$ cat src/rtl/fault_response_pkg.sv
package fault_response_pkg;

    // Timing base: the single system clock.
    localparam longint CLK_HZ          = 10_000_000;
    localparam int     TIMER_W         = 24;
    localparam logic [TIMER_W-1:0] TIMER_ONE = 24'h00_0001;

    // Printed and chosen times, in milliseconds.
    localparam int     IPD_TIMEOUT_MS  = 500;
    localparam int     LOCK_RETRY_MS   = 1000;
    localparam int     WDT_INTERVAL_MS = 1000;

    // Fault slots, shared by the status word and the internal vectors.
    localparam int NUM_FAULTS = 9;
    localparam int F_LOCK     = 0;
    localparam int F_IPD_UP   = 1;
    localparam int F_IPD_DOWN = 2;
    localparam int F_IPD_RATE = 3;
    localparam int F_MEAS_TO  = 4;
    localparam int F_MEAS_EMF = 5;
    localparam int F_OVER     = 6;
    localparam int F_UNDER    = 7;
    localparam int F_WDT      = 8;

    // Lock-limit action codes.
    localparam logic [3:0] LOCK_LATCH_HIZ0 = 4'h0;
    localparam logic [3:0] LOCK_LATCH_HIZ1 = 4'h1;
    localparam logic [3:0] LOCK_LATCH_HS   = 4'h2;
    localparam logic [3:0] LOCK_LATCH_LS   = 4'h3;
    localparam logic [3:0] LOCK_RETRY_HIZ0 = 4'h4;
    localparam logic [3:0] LOCK_RETRY_HIZ1 = 4'h5;
    localparam logic [3:0] LOCK_RETRY_HS   = 4'h6;
    localparam logic [3:0] LOCK_RETRY_LS   = 4'h7;
    localparam logic [3:0] LOCK_REPORT     = 4'h8;

    // Supply levels are in 0.5 V steps; limit codes map linearly.
    localparam logic [2:0] SUPPLY_CODE_OFF = 3'h0;
    localparam logic [7:0] OVER_BASE       = 8'h28;
    localparam logic [7:0] OVER_STEP       = 8'h0A;
    localparam logic [7:0] UNDER_BASE      = 8'h08;
    localparam logic [7:0] UNDER_STEP      = 8'h04;
    localparam logic [7:0] OVER_HYST       = 8'h02;
    localparam logic [7:0] UNDER_HYST      = 8'h01;

    typedef enum logic [1:0] {
        BR_DRIVE = 2'b00,
        BR_HIZ   = 2'b01,
        BR_HS    = 2'b10,
        BR_LS    = 2'b11
    } bridge_t;

    // Least time, so the count rounds up.
    function automatic logic [TIMER_W-1:0] msToCycles(input int ms);
        longint cycles;
        cycles = (longint'(ms) * CLK_HZ + 999) / 1000;
        return TIMER_W'(cycles);
    endfunction

endpackage

$ cat src/rtl/fault_response.sv
`timescale 1ns/1ns

// Overview of operation
// - Lock current over threshold, codes 0-3: Hi-Z or brake, latched.
// - Lock codes 4-7: Hi-Z or brake, then retry after lock retry time.
// - Position-detect ramp over 500 ms: if enabled Hi-Z, report, retry.
// - Pulse before previous current decayed: if enabled Hi-Z, report, retry.
// - Measurement timeout or low back-EMF: Hi-Z, latched until clear.
// - Supply above nonzero upper limit: Hi-Z; latch or recover 1 V below.
// - Supply below nonzero lower limit: Hi-Z; latch or recover 0.5 V above.
// - Missed host watchdog tickle reports; action 1 also Hi-Z, latched.
// - Latched faults release only after clear command and condition gone.
module fault_response import fault_response_pkg::*; #(
    parameter logic [TIMER_W-1:0] IPD_TIMEOUT_CYCLES =
        msToCycles(IPD_TIMEOUT_MS),
    parameter logic [TIMER_W-1:0] LOCK_RETRY_CYCLES =
        msToCycles(LOCK_RETRY_MS),
    parameter logic [TIMER_W-1:0] WDT_CYCLES = msToCycles(WDT_INTERVAL_MS)
) (
    input  wire logic                  ref_clk,
    input  wire logic                  reset,
    input  wire logic [11:0]           sensedCurrentVoltage,
    input  wire logic [11:0]           softLockCurrentThreshold,
    input  wire logic [3:0]            softLockLimitAction,
    input  wire logic                  positionDetectRampUp,
    input  wire logic                  positionDetectRampDown,
    input  wire logic                  positionDetectTimeoutEnable,
    input  wire logic                  positionDetectPulseStart,
    input  wire logic                  positionDetectCurrentDecayed,
    input  wire logic                  positionDetectRateEnable,
    input  wire logic                  measureRlActive,
    input  wire logic                  measureRlTimeout,
    input  wire logic                  measureBackemfActive,
    input  wire logic [11:0]           backemfLevel,
    input  wire logic [11:0]           stationaryDetectThreshold,
    input  wire logic [7:0]            supplyVoltage,
    input  wire logic [2:0]            supplyUpperLimit,
    input  wire logic                  supplyOverRecoveryMode,
    input  wire logic [2:0]            supplyLowerLimit,
    input  wire logic                  supplyUnderRecoveryMode,
    input  wire logic                  hostWatchdogEnable,
    input  wire logic                  hostWatchdogAction,
    input  wire logic                  hostWatchdogTickle,
    input  wire logic                  faultClearCommand,
    output logic                       faultPinLowActive,
    output bridge_t                    bridgeMode,
    output logic [NUM_FAULTS-1:0]      controllerFaultStatus
);

    logic [1:0]            tickleSync;
    logic [1:0]            next_tickleSync;
    logic                  tickleLast;
    logic                  tickleEdge;
    logic                  ipdExpired;
    logic                  wdtExpired;
    logic                  retryExpired;
    logic [7:0]            upperLevel;
    logic [7:0]            lowerLevel;
    logic [NUM_FAULTS-1:0] cond;
    logic [NUM_FAULTS-1:0] trig;
    logic [NUM_FAULTS-1:0] recovered;
    logic [NUM_FAULTS-1:0] retryMask;
    logic [NUM_FAULTS-1:0] autoMask;
    logic [NUM_FAULTS-1:0] release_;
    bridge_t               act [NUM_FAULTS];
    logic [NUM_FAULTS-1:0] engaged;
    logic [NUM_FAULTS-1:0] next_engaged;
    logic [NUM_FAULTS-1:0] next_status;
    bridge_t               next_bridgeMode;
    logic                  next_faultPin;

    // Limit code to a level in half-volt steps.
    function automatic logic [7:0] supplyLevel(input logic [2:0] code,
                                               input logic [7:0] base,
                                               input logic [7:0] step);
        return 8'(base + 8'(code) * step);
    endfunction

    // Bridge reaction for a lock-limit action code.
    function automatic bridge_t lockAction(input logic [3:0] mode);
        unique case (mode)
            LOCK_LATCH_HS, LOCK_RETRY_HS: lockAction = BR_HS;
            LOCK_LATCH_LS, LOCK_RETRY_LS: lockAction = BR_LS;
            LOCK_LATCH_HIZ0, LOCK_LATCH_HIZ1,
            LOCK_RETRY_HIZ0, LOCK_RETRY_HIZ1: lockAction = BR_HIZ;
            default: lockAction = BR_DRIVE;
        endcase
    endfunction

    // The tickle comes from the host pin, so it is synchronised first.
    assign next_tickleSync = {tickleSync[0], hostWatchdogTickle};
    assign tickleEdge      = tickleSync[1] && !tickleLast;

    always_ff @(posedge ref_clk or posedge reset) begin
        if (reset) begin
            tickleSync <= 2'h0;
            tickleLast <= 1'b0;
        end else begin
            tickleSync <= next_tickleSync;
            tickleLast <= tickleSync[1];
        end
    end

    // One ramp timer, one watchdog timer and one shared retry timer.
    fault_timer #(.LIMIT(IPD_TIMEOUT_CYCLES)) ipdTimer (
        .ref_clk (ref_clk),
        .reset   (reset),
        .run     (positionDetectRampUp || positionDetectRampDown),
        .restart (1'b0),
        .expired (ipdExpired)
    );

    fault_timer #(.LIMIT(WDT_CYCLES)) wdtTimer (
        .ref_clk (ref_clk),
        .reset   (reset),
        .run     (hostWatchdogEnable),
        .restart (tickleEdge),
        .expired (wdtExpired)
    );

    // Retrying faults share one timer; a late arrival may retry early.
    fault_timer #(.LIMIT(LOCK_RETRY_CYCLES)) retryTimer (
        .ref_clk (ref_clk),
        .reset   (reset),
        .run     (|(engaged & retryMask)),
        .restart (1'b0),
        .expired (retryExpired)
    );

    assign upperLevel = supplyLevel(supplyUpperLimit, OVER_BASE, OVER_STEP);
    assign lowerLevel = supplyLevel(supplyLowerLimit, UNDER_BASE, UNDER_STEP);

    // Detection, enables, recovery kind and reaction of every fault.
    always_comb begin
        cond      = '0;
        trig      = '0;
        recovered = '0;
        retryMask = '0;
        autoMask  = '0;
        for (int i = 0; i < NUM_FAULTS; i++) begin
            act[i] = BR_HIZ;
        end
        cond[F_LOCK] = sensedCurrentVoltage > softLockCurrentThreshold;
        trig[F_LOCK] = cond[F_LOCK] &&
            !(softLockLimitAction[3] && softLockLimitAction[0]);
        act[F_LOCK] = lockAction(softLockLimitAction);
        retryMask[F_LOCK] = softLockLimitAction[2] &&
            !softLockLimitAction[3];
        cond[F_IPD_UP]   = ipdExpired && positionDetectRampUp;
        cond[F_IPD_DOWN] = ipdExpired && !positionDetectRampUp;
        trig[F_IPD_UP]   = cond[F_IPD_UP] &&
            positionDetectTimeoutEnable;
        trig[F_IPD_DOWN] = cond[F_IPD_DOWN] && positionDetectTimeoutEnable;
        cond[F_IPD_RATE] = positionDetectPulseStart &&
            !positionDetectCurrentDecayed;
        trig[F_IPD_RATE] = cond[F_IPD_RATE] &&
            positionDetectRateEnable;
        retryMask[F_IPD_UP]   = 1'b1;
        retryMask[F_IPD_DOWN] = 1'b1;
        retryMask[F_IPD_RATE] = 1'b1;
        cond[F_MEAS_TO]  = measureRlActive && measureRlTimeout;
        cond[F_MEAS_EMF] = measureBackemfActive &&
            (backemfLevel < stationaryDetectThreshold);
        trig[F_MEAS_TO]  = cond[F_MEAS_TO];
        trig[F_MEAS_EMF] = cond[F_MEAS_EMF];
        cond[F_OVER] = (supplyUpperLimit != SUPPLY_CODE_OFF) &&
            (supplyVoltage > upperLevel);
        trig[F_OVER] = cond[F_OVER];
        recovered[F_OVER] = supplyVoltage < upperLevel - OVER_HYST;
        autoMask[F_OVER]  = supplyOverRecoveryMode;
        cond[F_UNDER] = (supplyLowerLimit != SUPPLY_CODE_OFF) &&
            (supplyVoltage < lowerLevel);
        trig[F_UNDER] = cond[F_UNDER];
        recovered[F_UNDER] = supplyVoltage >
            lowerLevel + UNDER_HYST;
        autoMask[F_UNDER]  = supplyUnderRecoveryMode;
        cond[F_WDT] = wdtExpired;
        trig[F_WDT] = wdtExpired && hostWatchdogEnable;
        act[F_WDT]  = hostWatchdogAction ? BR_HIZ : BR_DRIVE;
    end

    // A fault stays engaged until its own recovery; a new trigger wins.
    always_comb begin
        next_bridgeMode = BR_DRIVE;
        for (int i = 0; i < NUM_FAULTS; i++) begin
            if (retryMask[i]) begin
                release_[i] = retryExpired;
            end else if (autoMask[i]) begin
                release_[i] = recovered[i];
            end else begin
                release_[i] = faultClearCommand && !cond[i];
            end
        end
        next_engaged = trig | (engaged & ~release_);
        next_status  = trig | (controllerFaultStatus &
                       {NUM_FAULTS{!faultClearCommand}});
        // Hi-Z outranks a low-side brake, which outranks a high-side one.
        for (int i = 0; i < NUM_FAULTS; i++) begin
            if (engaged[i] && act[i] == BR_HIZ) begin
                next_bridgeMode = BR_HIZ;
            end else if (engaged[i] && act[i] == BR_LS &&
                         next_bridgeMode != BR_HIZ) begin
                next_bridgeMode = BR_LS;
            end else if (engaged[i] && act[i] == BR_HS &&
                         next_bridgeMode == BR_DRIVE) begin
                next_bridgeMode = BR_HS;
            end
        end
        next_faultPin = !(|engaged);
    end

    always_ff @(posedge ref_clk or posedge reset) begin
        if (reset) begin
            engaged               <= '0;
            controllerFaultStatus <= '0;
            bridgeMode            <= BR_DRIVE;
            faultPinLowActive     <= 1'b1;
        end else begin
            engaged               <= next_engaged;
            controllerFaultStatus <= next_status;
            bridgeMode            <= next_bridgeMode;
            faultPinLowActive     <= next_faultPin;
        end
    end
endmodule

$ cat src/rtl/fault_timer.sv
`timescale 1ns/1ns

// Counts while run is high; restart or a drop of run starts it over.
module fault_timer import fault_response_pkg::*; #(
    parameter logic [TIMER_W-1:0] LIMIT = TIMER_ONE
) (
    input  wire logic ref_clk,
    input  wire logic reset,
    input  wire logic run,
    input  wire logic restart,
    output logic      expired
);

    logic [TIMER_W-1:0] count;
    logic [TIMER_W-1:0] next_count;

    // The strobe is combinational so the owner acts in the same cycle.
    assign expired = run && !restart && (count == LIMIT - TIMER_ONE);

    // Wrap to zero on expiry so a held run gives a periodic strobe.
    always_comb begin
        if (!run || restart || expired) begin
            next_count = '0;
        end else begin
            next_count = count + TIMER_ONE;
        end
    end

    always_ff @(posedge ref_clk or posedge reset) begin
        if (reset) begin
            count <= '0;
        end else begin
            count <= next_count;
        end
    end

endmodule

$ cat config.mk
export PLATFORM = sky130hd
export DESIGN_NAME = fault_response
export DESIGN_NICKNAME = d
export VERILOG_FILES = /design/src/rtl/fault_response_pkg.sv /design/src/rtl/fault_response.sv /design/src/rtl/fault_timer.sv
export SDC_FILE = /design/constraint.sdc
export NUM_CORES = 1
export LEC_CHECK = 0
export BUFFER_PORTS_ARGS = -buffer_cell sky130_fd_sc_hd__buf_2
export CORE_MARGIN = 5
export CORE_UTILIZATION = 45
export DETAILED_ROUTE_END_ITERATION = 8
export HOLD_SLACK_MARGIN = 0.02
export PLACE_DENSITY = 0.8
export SYNTH_ARGS = -nofsm -noshare
export SYNTH_HDL_FRONTEND = slang
export SYNTH_SLANG_ARGS = --single-unit
export TNS_END_PERCENT = 50
$ cat constraint.sdc
create_clock -name ref_clk -period 3.2 [get_ports ref_clk]
set_clock_uncertainty 0.1 [all_clocks]
set_input_delay 0.64 -clock ref_clk [delete_from_list [all_inputs] [get_ports ref_clk]]
set_output_delay 0.64 -clock ref_clk [all_outputs]
set_load 0.005 [all_outputs]
### Word-level counts from Yosys, hierarchy flattened

Memory sizes are Yosys's and may differ from the RTL's.
Index checks and enable logic that the tools add are counted.

* equality and inequality tests: 10
* add/subtract/negate cells: 7
* reductions and logical operators: 60
* multiplexer cells: 21
* bitwise logic cells: 6
* multiply operators: 1
* order comparisons: 6

Operators with widths (number)
* $add 24x1->24 const B: 3
* $mux 24: 3
* $eq 24x24->1 const B: 2
* $logic_and 1x1->1: 33
* $mux 2: 14
* $eq 24x23->1 const B: 1
* $and 9x9->9: 2
* $or 9x9->9: 2
* $reduce_or 9->1: 2
* $logic_not 1->1: 17
* $gt 12x12->1: 1
* $lt 12x12->1: 1
* $and 9x4->9: 1
* $not 9->9: 1
* $add 6x7->8 const A: 1
* $gt 8x7->1: 1
* $gt 8x8->1: 1
* $lt 8x6->1: 1
* $lt 8x8->1: 1
* $sub 8x2->8 const B: 1
* $add 6x1->7 const B: 1
* $add 4x5->6 const A: 1
* $mul 3x3->6 const B: 1
* $reduce_bool 3->1: 2
* other kinds (8): 17

* word-level logic and storage cells: 121
* bits in registers: 96
* memories kept: 1
* bits in read-only memories: 16

Memories
* (name not given): depth 8, bits a word 2, read ports 1, clocked after memory_dff 0, wr ports 0, RTL line fault_response.sv:81 `unique case (mode)`

### Depth between registers and ports, before layout

An unclocked memory read counts as a cell.

* word-level depth: 19
* gate-level depth with buffers: 11

### Cells and area by module

From an unflattened synthesis, not the netlist that was laid out.

* cells, all modules: 650
* area total of the unflattened synthesis: 5911.9 um^2

By module, submodules not included
* fault_timer (retryTimer ...): area each 1244.9 um^2, seq. area each 600.6 um^2, cells each 131, instances 2
* fault_response: area each 2158.3 um^2, seq. area each 601.8 um^2, cells each 250, instances 1
* fault_timer (ipdTimer): area each 1263.7 um^2, seq. area each 600.6 um^2, cells each 138, instances 1

### Worst setup path after synthesis

Ideal clock, no wire load.

* path type: input port to flip-flop
* start point: input port supplyUpperLimit[0]
* end point: register controllerFaultStatus[6]
* library setup time: 0.137 ns
* stages: 10
* slack: 0.512 ns
* arrival time: 2.452 ns
* path through: ha_1 > and2_1 > ha_1 > a21oi_1 > xor2_1 > ha_1 > a21oi_1 > nor2b_1 > o31ai_1 > o21ai_0

* cells in the longest elaborated chain, start to end: 5

Ends and longest elaborated chain
* from (decl): RTL line fault_response.sv:37 `input wire logic [2:0] supplyUpperLimit,`
* $mul 3x3->6: RTL line fault_response.sv:76 `return 8'(base + 8'(code) * step);`
* $add 6x7->8: RTL line fault_response.sv:76
* $gt 8x8->1: RTL line fault_response.sv:167 `(supplyVoltage > upperLevel);`
* $logic_and 1x1->1 *: RTL line fault_response.sv:166 `cond[F_OVER] = (supplyUpperLimit != SUPPLY_CODE_OFF) &&`
* $or 9x9->9 *: RTL line fault_response.sv:195 `next_status = trig | (controllerFaultStatus &`
* named net next_status[6]: RTL line fault_response.sv:68 `logic [NUM_FAULTS-1:0] next_status;`
* to (signal assigned): RTL line fault_response.sv:220 `controllerFaultStatus <= next_status;`
* to (decl): RTL line fault_response.sv:47 `output logic [NUM_FAULTS-1:0] controllerFaultStatus`

Mark *: on every way through the listed nets, which the timed path passes. The rest lies on a longest branch.

### Worst setup path after layout

* start point: input port supplyUpperLimit[0]
* end point: register engaged[6]

* cells in the longest elaborated chain, start to end: 10

Ends and longest elaborated chain
* parallel branches: the longest is 9 deep, another holds $add 6x7->8
* $or 9x9->9 *: RTL line fault_response.sv:194 `next_engaged = trig | (engaged & ~release_);`
* named net next_engaged[6]: RTL line fault_response.sv:67 `logic [NUM_FAULTS-1:0] next_engaged;`
* to (signal assigned): RTL line fault_response.sv:219 `engaged <= next_engaged;`
* to (decl): RTL line fault_response.sv:66 `logic [NUM_FAULTS-1:0] engaged;`

Mark *: on every way through the listed nets, which the timed path passes.

==> metrics.txt <==
PD cells 406.0 mW/mm^2; Die H 123.3 um; standard-cell rows 41; total power 2.739 mW; Req. time, crit path 3.31 ns; critical path's largest stage delay 0.34 ns; DP Cell Count 861; vias in the first global route 4453; total routed wirelength 11.12 mm; Crit Path Class in -> reg; Yosys top cell area share 0.4113; First-pass DRT Iterations 4; number of library cell types mapped by synthesis 49; overall routing resource usage 0.1582; IO Count 95; cell-internal power 2.035 mW; CP Capture Type flop; largest net degree at the start of global routing 97; final period utilization 0.8611; Worst path slowest cell ha_1; synth top area cells dfrtp_1 41%, ha_1 11%, xor2_1 8.0%; setup TNS 0 ns; flop2flop setup slack 0.98 ns; CTS Hold Buffers Added 0; yosys warns 0; Endpoint, Worst Hold tickleSync[1]$_DFF_PP0_; Worst Path Arrival 2.86 ns; post-detailed-route via-to-cell ratio 5.103; RSZ-0062 raised after global routing no; Worst Min Path Start tickleSync[0]$_DFF_PP0_; initial antenna violation count 0; Post-synth EDFFs 0; Lkg Pwr 3.311 nW; filler-free cell count of the finished design 877; fin crit period 2.756 ns; CTS Sinks 96; most frequent cells in the layout 95 x dfrtp_1, 94 x buf_2, 84 x nor2_1, 53 x xor2_1, 52 x ha_1; slew margin rel. 0.6089; MaxCap Viol Count 0; worst hold path cell count 0; CTS resizes 0; 1st-iter DRT viols 253; Setup Fix Bufs, Post-CTS 0; Post-Route Utilization 0.5346; final setup fails 0; worst vdd ir 0.0002351 V; Mapped Cells 600; share of flip-flops with an asynchronous set or reset 1.000; starting density of the core 0.4580; HP Class reg -> reg; flops & latches, synth 96; crit-path max FO 5; vias 4475; critical path cell sequence buf_2 > ha_1 > and2_1 > ha_1 > a21oi_1 > xor2_1 > ha_1 > a21oi_1 > nor2b_1 > o31ai_1 > o21ai_0; cells on worst reg2reg path 7; GP Congestion 0.7885; worst r2r dst retryTimer.count[19]$_DFF_PP0_; Hold Vio Cnt, Final 0; root buffer selected by CTS clkbuf_16; Sw Pwr 704.6 uW; part of the power in registers 0.470; sw frac 0.2572; commonest non-fill, non-tap cell in the layout dfrtp_1; clk_lat worst skew 0.34 ns; maximum level of the CTS H-tree 3; Fillers 1160; clock transition at the registers of the reported paths 0.07 ns; sequential fraction of the synthesis area 0.4159; status finished, final reports clean; Post-Syn Nets 735; Yosys top cell by area dfrtp_1; CTS Buf Count 9; Primary FF master, synth dfrtp_1; Worst Tran Pin Value 0.5718 ns; layout cells sized above 1 0.1901; Crit path top cell by count ha_1; Core Footprint 0.01262 mm^2; mean post-synth cell area 9.632 um^2; clock network power share 0.402; width of the die 123.3 um; Max Root-Sink Buffers 2; port bufs 94; DIE AREA 0.01521 mm^2; Crit Reg-Reg Startpoint retryTimer.count[0]$_DFF_PP0_; CTS tree built; nets 835; first-pass GRT wire length 19.72 mm; wire length per cell 12.68 um; Worst setup SP type input pin; mapped cell area 0.005779 mm^2; max-slew violations 0; gr ovfl total 0; f_max 362.9 MHz; dpl hpwl 8.469 mm; DRC viols 0; Final ANT Viol Nets 0; combinational fraction of design power 0.128; area grow syn2layout 16.74%; antenna cells 0
==> through the flow <==
stage	setup slack [ns]	hold WS (ns)	cell area (um^2)
after CTS	0.4812	0.2503	6746
after global placement	0.1594	0.2339	6436
after floorplan	0.5117	0.2312	5783
final	0.4445	0.2487	6746
after global routing	0.2659	0.2618	6746
after detailed placement	0.09912	0.2347	6436
==> power by group through the flow <==
| stage | sequential, mW | clock (mW) | combinational [mW] |
|---|---|---|---|
| floorplan | 1.31 | 0 | 0.232 |
| global route | 1.29 | 1.18 | 0.416 |
| global placement | 1.31 | 0 | 0.347 |
| detailed placement | 1.31 | 0 | 0.356 |
| finish | 1.29 | 1.10 | 0.352 |
| CTS | 1.29 | 1.13 | 0.357 |
==> synthesized netlist by cell type (all sizes together), types with 3 or more instances <==
master,n
nand3,34
nand2b,4
buf,7
o211ai,3
o21ai,24
inv,51
dfrtp,95
and3,8
a21o,5
xor2,53
nor4,15
nand4,24
a211oi,4
nor2b,8
nor3,9
and2,5
a21oi,16
xnor2,20
and4,13
nand2,38
nor2,84
ha,52
or2,3
==> worst max path at each step <==
stage | from | endpoint | slack, ns | depth (start not counted)
2_1_floorplan | supplyUpperLimit[0] | controllerFaultStatus[6]$_DFF_PP0_ | 0.51 | 10
3_3_place_gp | supplyUpperLimit[0] | engaged[6]$_DFF_PP0_ | 0.16 | 11
3_5_place_dp | supplyUpperLimit[0] | engaged[6]$_DFF_PP0_ | 0.1 | 11
4_1_cts | supplyUpperLimit[0] | controllerFaultStatus[6]$_DFF_PP0_ | 0.48 | 11
5_1_grt | supplyUpperLimit[0] | engaged[6]$_DFF_PP0_ | 0.27 | 11
6_report | supplyUpperLimit[0] | engaged[6]$_DFF_PP0_ | 0.44 | 11
==> worst max-delay path, delay by kind of cell <==
kind / cells / cell delay [ns]
compound gates: 4 / 0.82
fa+ha+maj: 3 / 0.81
xor+xnor: 1 / 0.26
simple gates: 2 / 0.19
buf+inv: 1 / 0.13
==> final cells by class <==
| cell class | count | area (um^2) | area share |
|---|---|---|---|
| Clock inverter | 7 | 85.08 | 0.01261 |
| Inverter | 51 | 195.2 | 0.02893 |
| Clock buffer | 9 | 225.2 | 0.03338 |
| Sequential cell | 96 | 2404 | 0.3563 |
| Tap cell | 172 | 215.2 | 0.03190 |
| Timing Repair Buffer | 96 | 498.0 | 0.07381 |
| Multi-Input combinational cell | 446 | 3124 | 0.4631 |
==> flip-flops by register name, summed over array words and instances (netlist names) <==
signal / count
ipdTimer.count: 24
retryTimer.count: 24
wdtTimer.count: 24
controllerFaultStatus: 9
engaged: 9
bridgeMode: 2
tickleSync: 2
faultPinLowActive: 1
tickleLast: 1
==> routing by layer <==
metal | part of all wire | wire length, um | GRT usage
met1 | 0.45 | 5034 | 0.2063
met2 | 0.49 | 5451 | 0.2647
met3 | 0.040 | 443 | 0.02745
met4 | 0.017 | 188 | 0.05675
met5 | 0 | 0 | 0
==> logic make-up after synthesis <==
kind of cell,count (synthesis),synth area share
simple gates,252,0.2403
flops,96,0.4159
xor+xnor,73,0.1106
compound gates,68,0.07513
buf+inv,58,0.04351
fa+ha+maj,52,0.1126
mux,1,0.001948
Note: power is estimated with default switching activity, not from simulation.
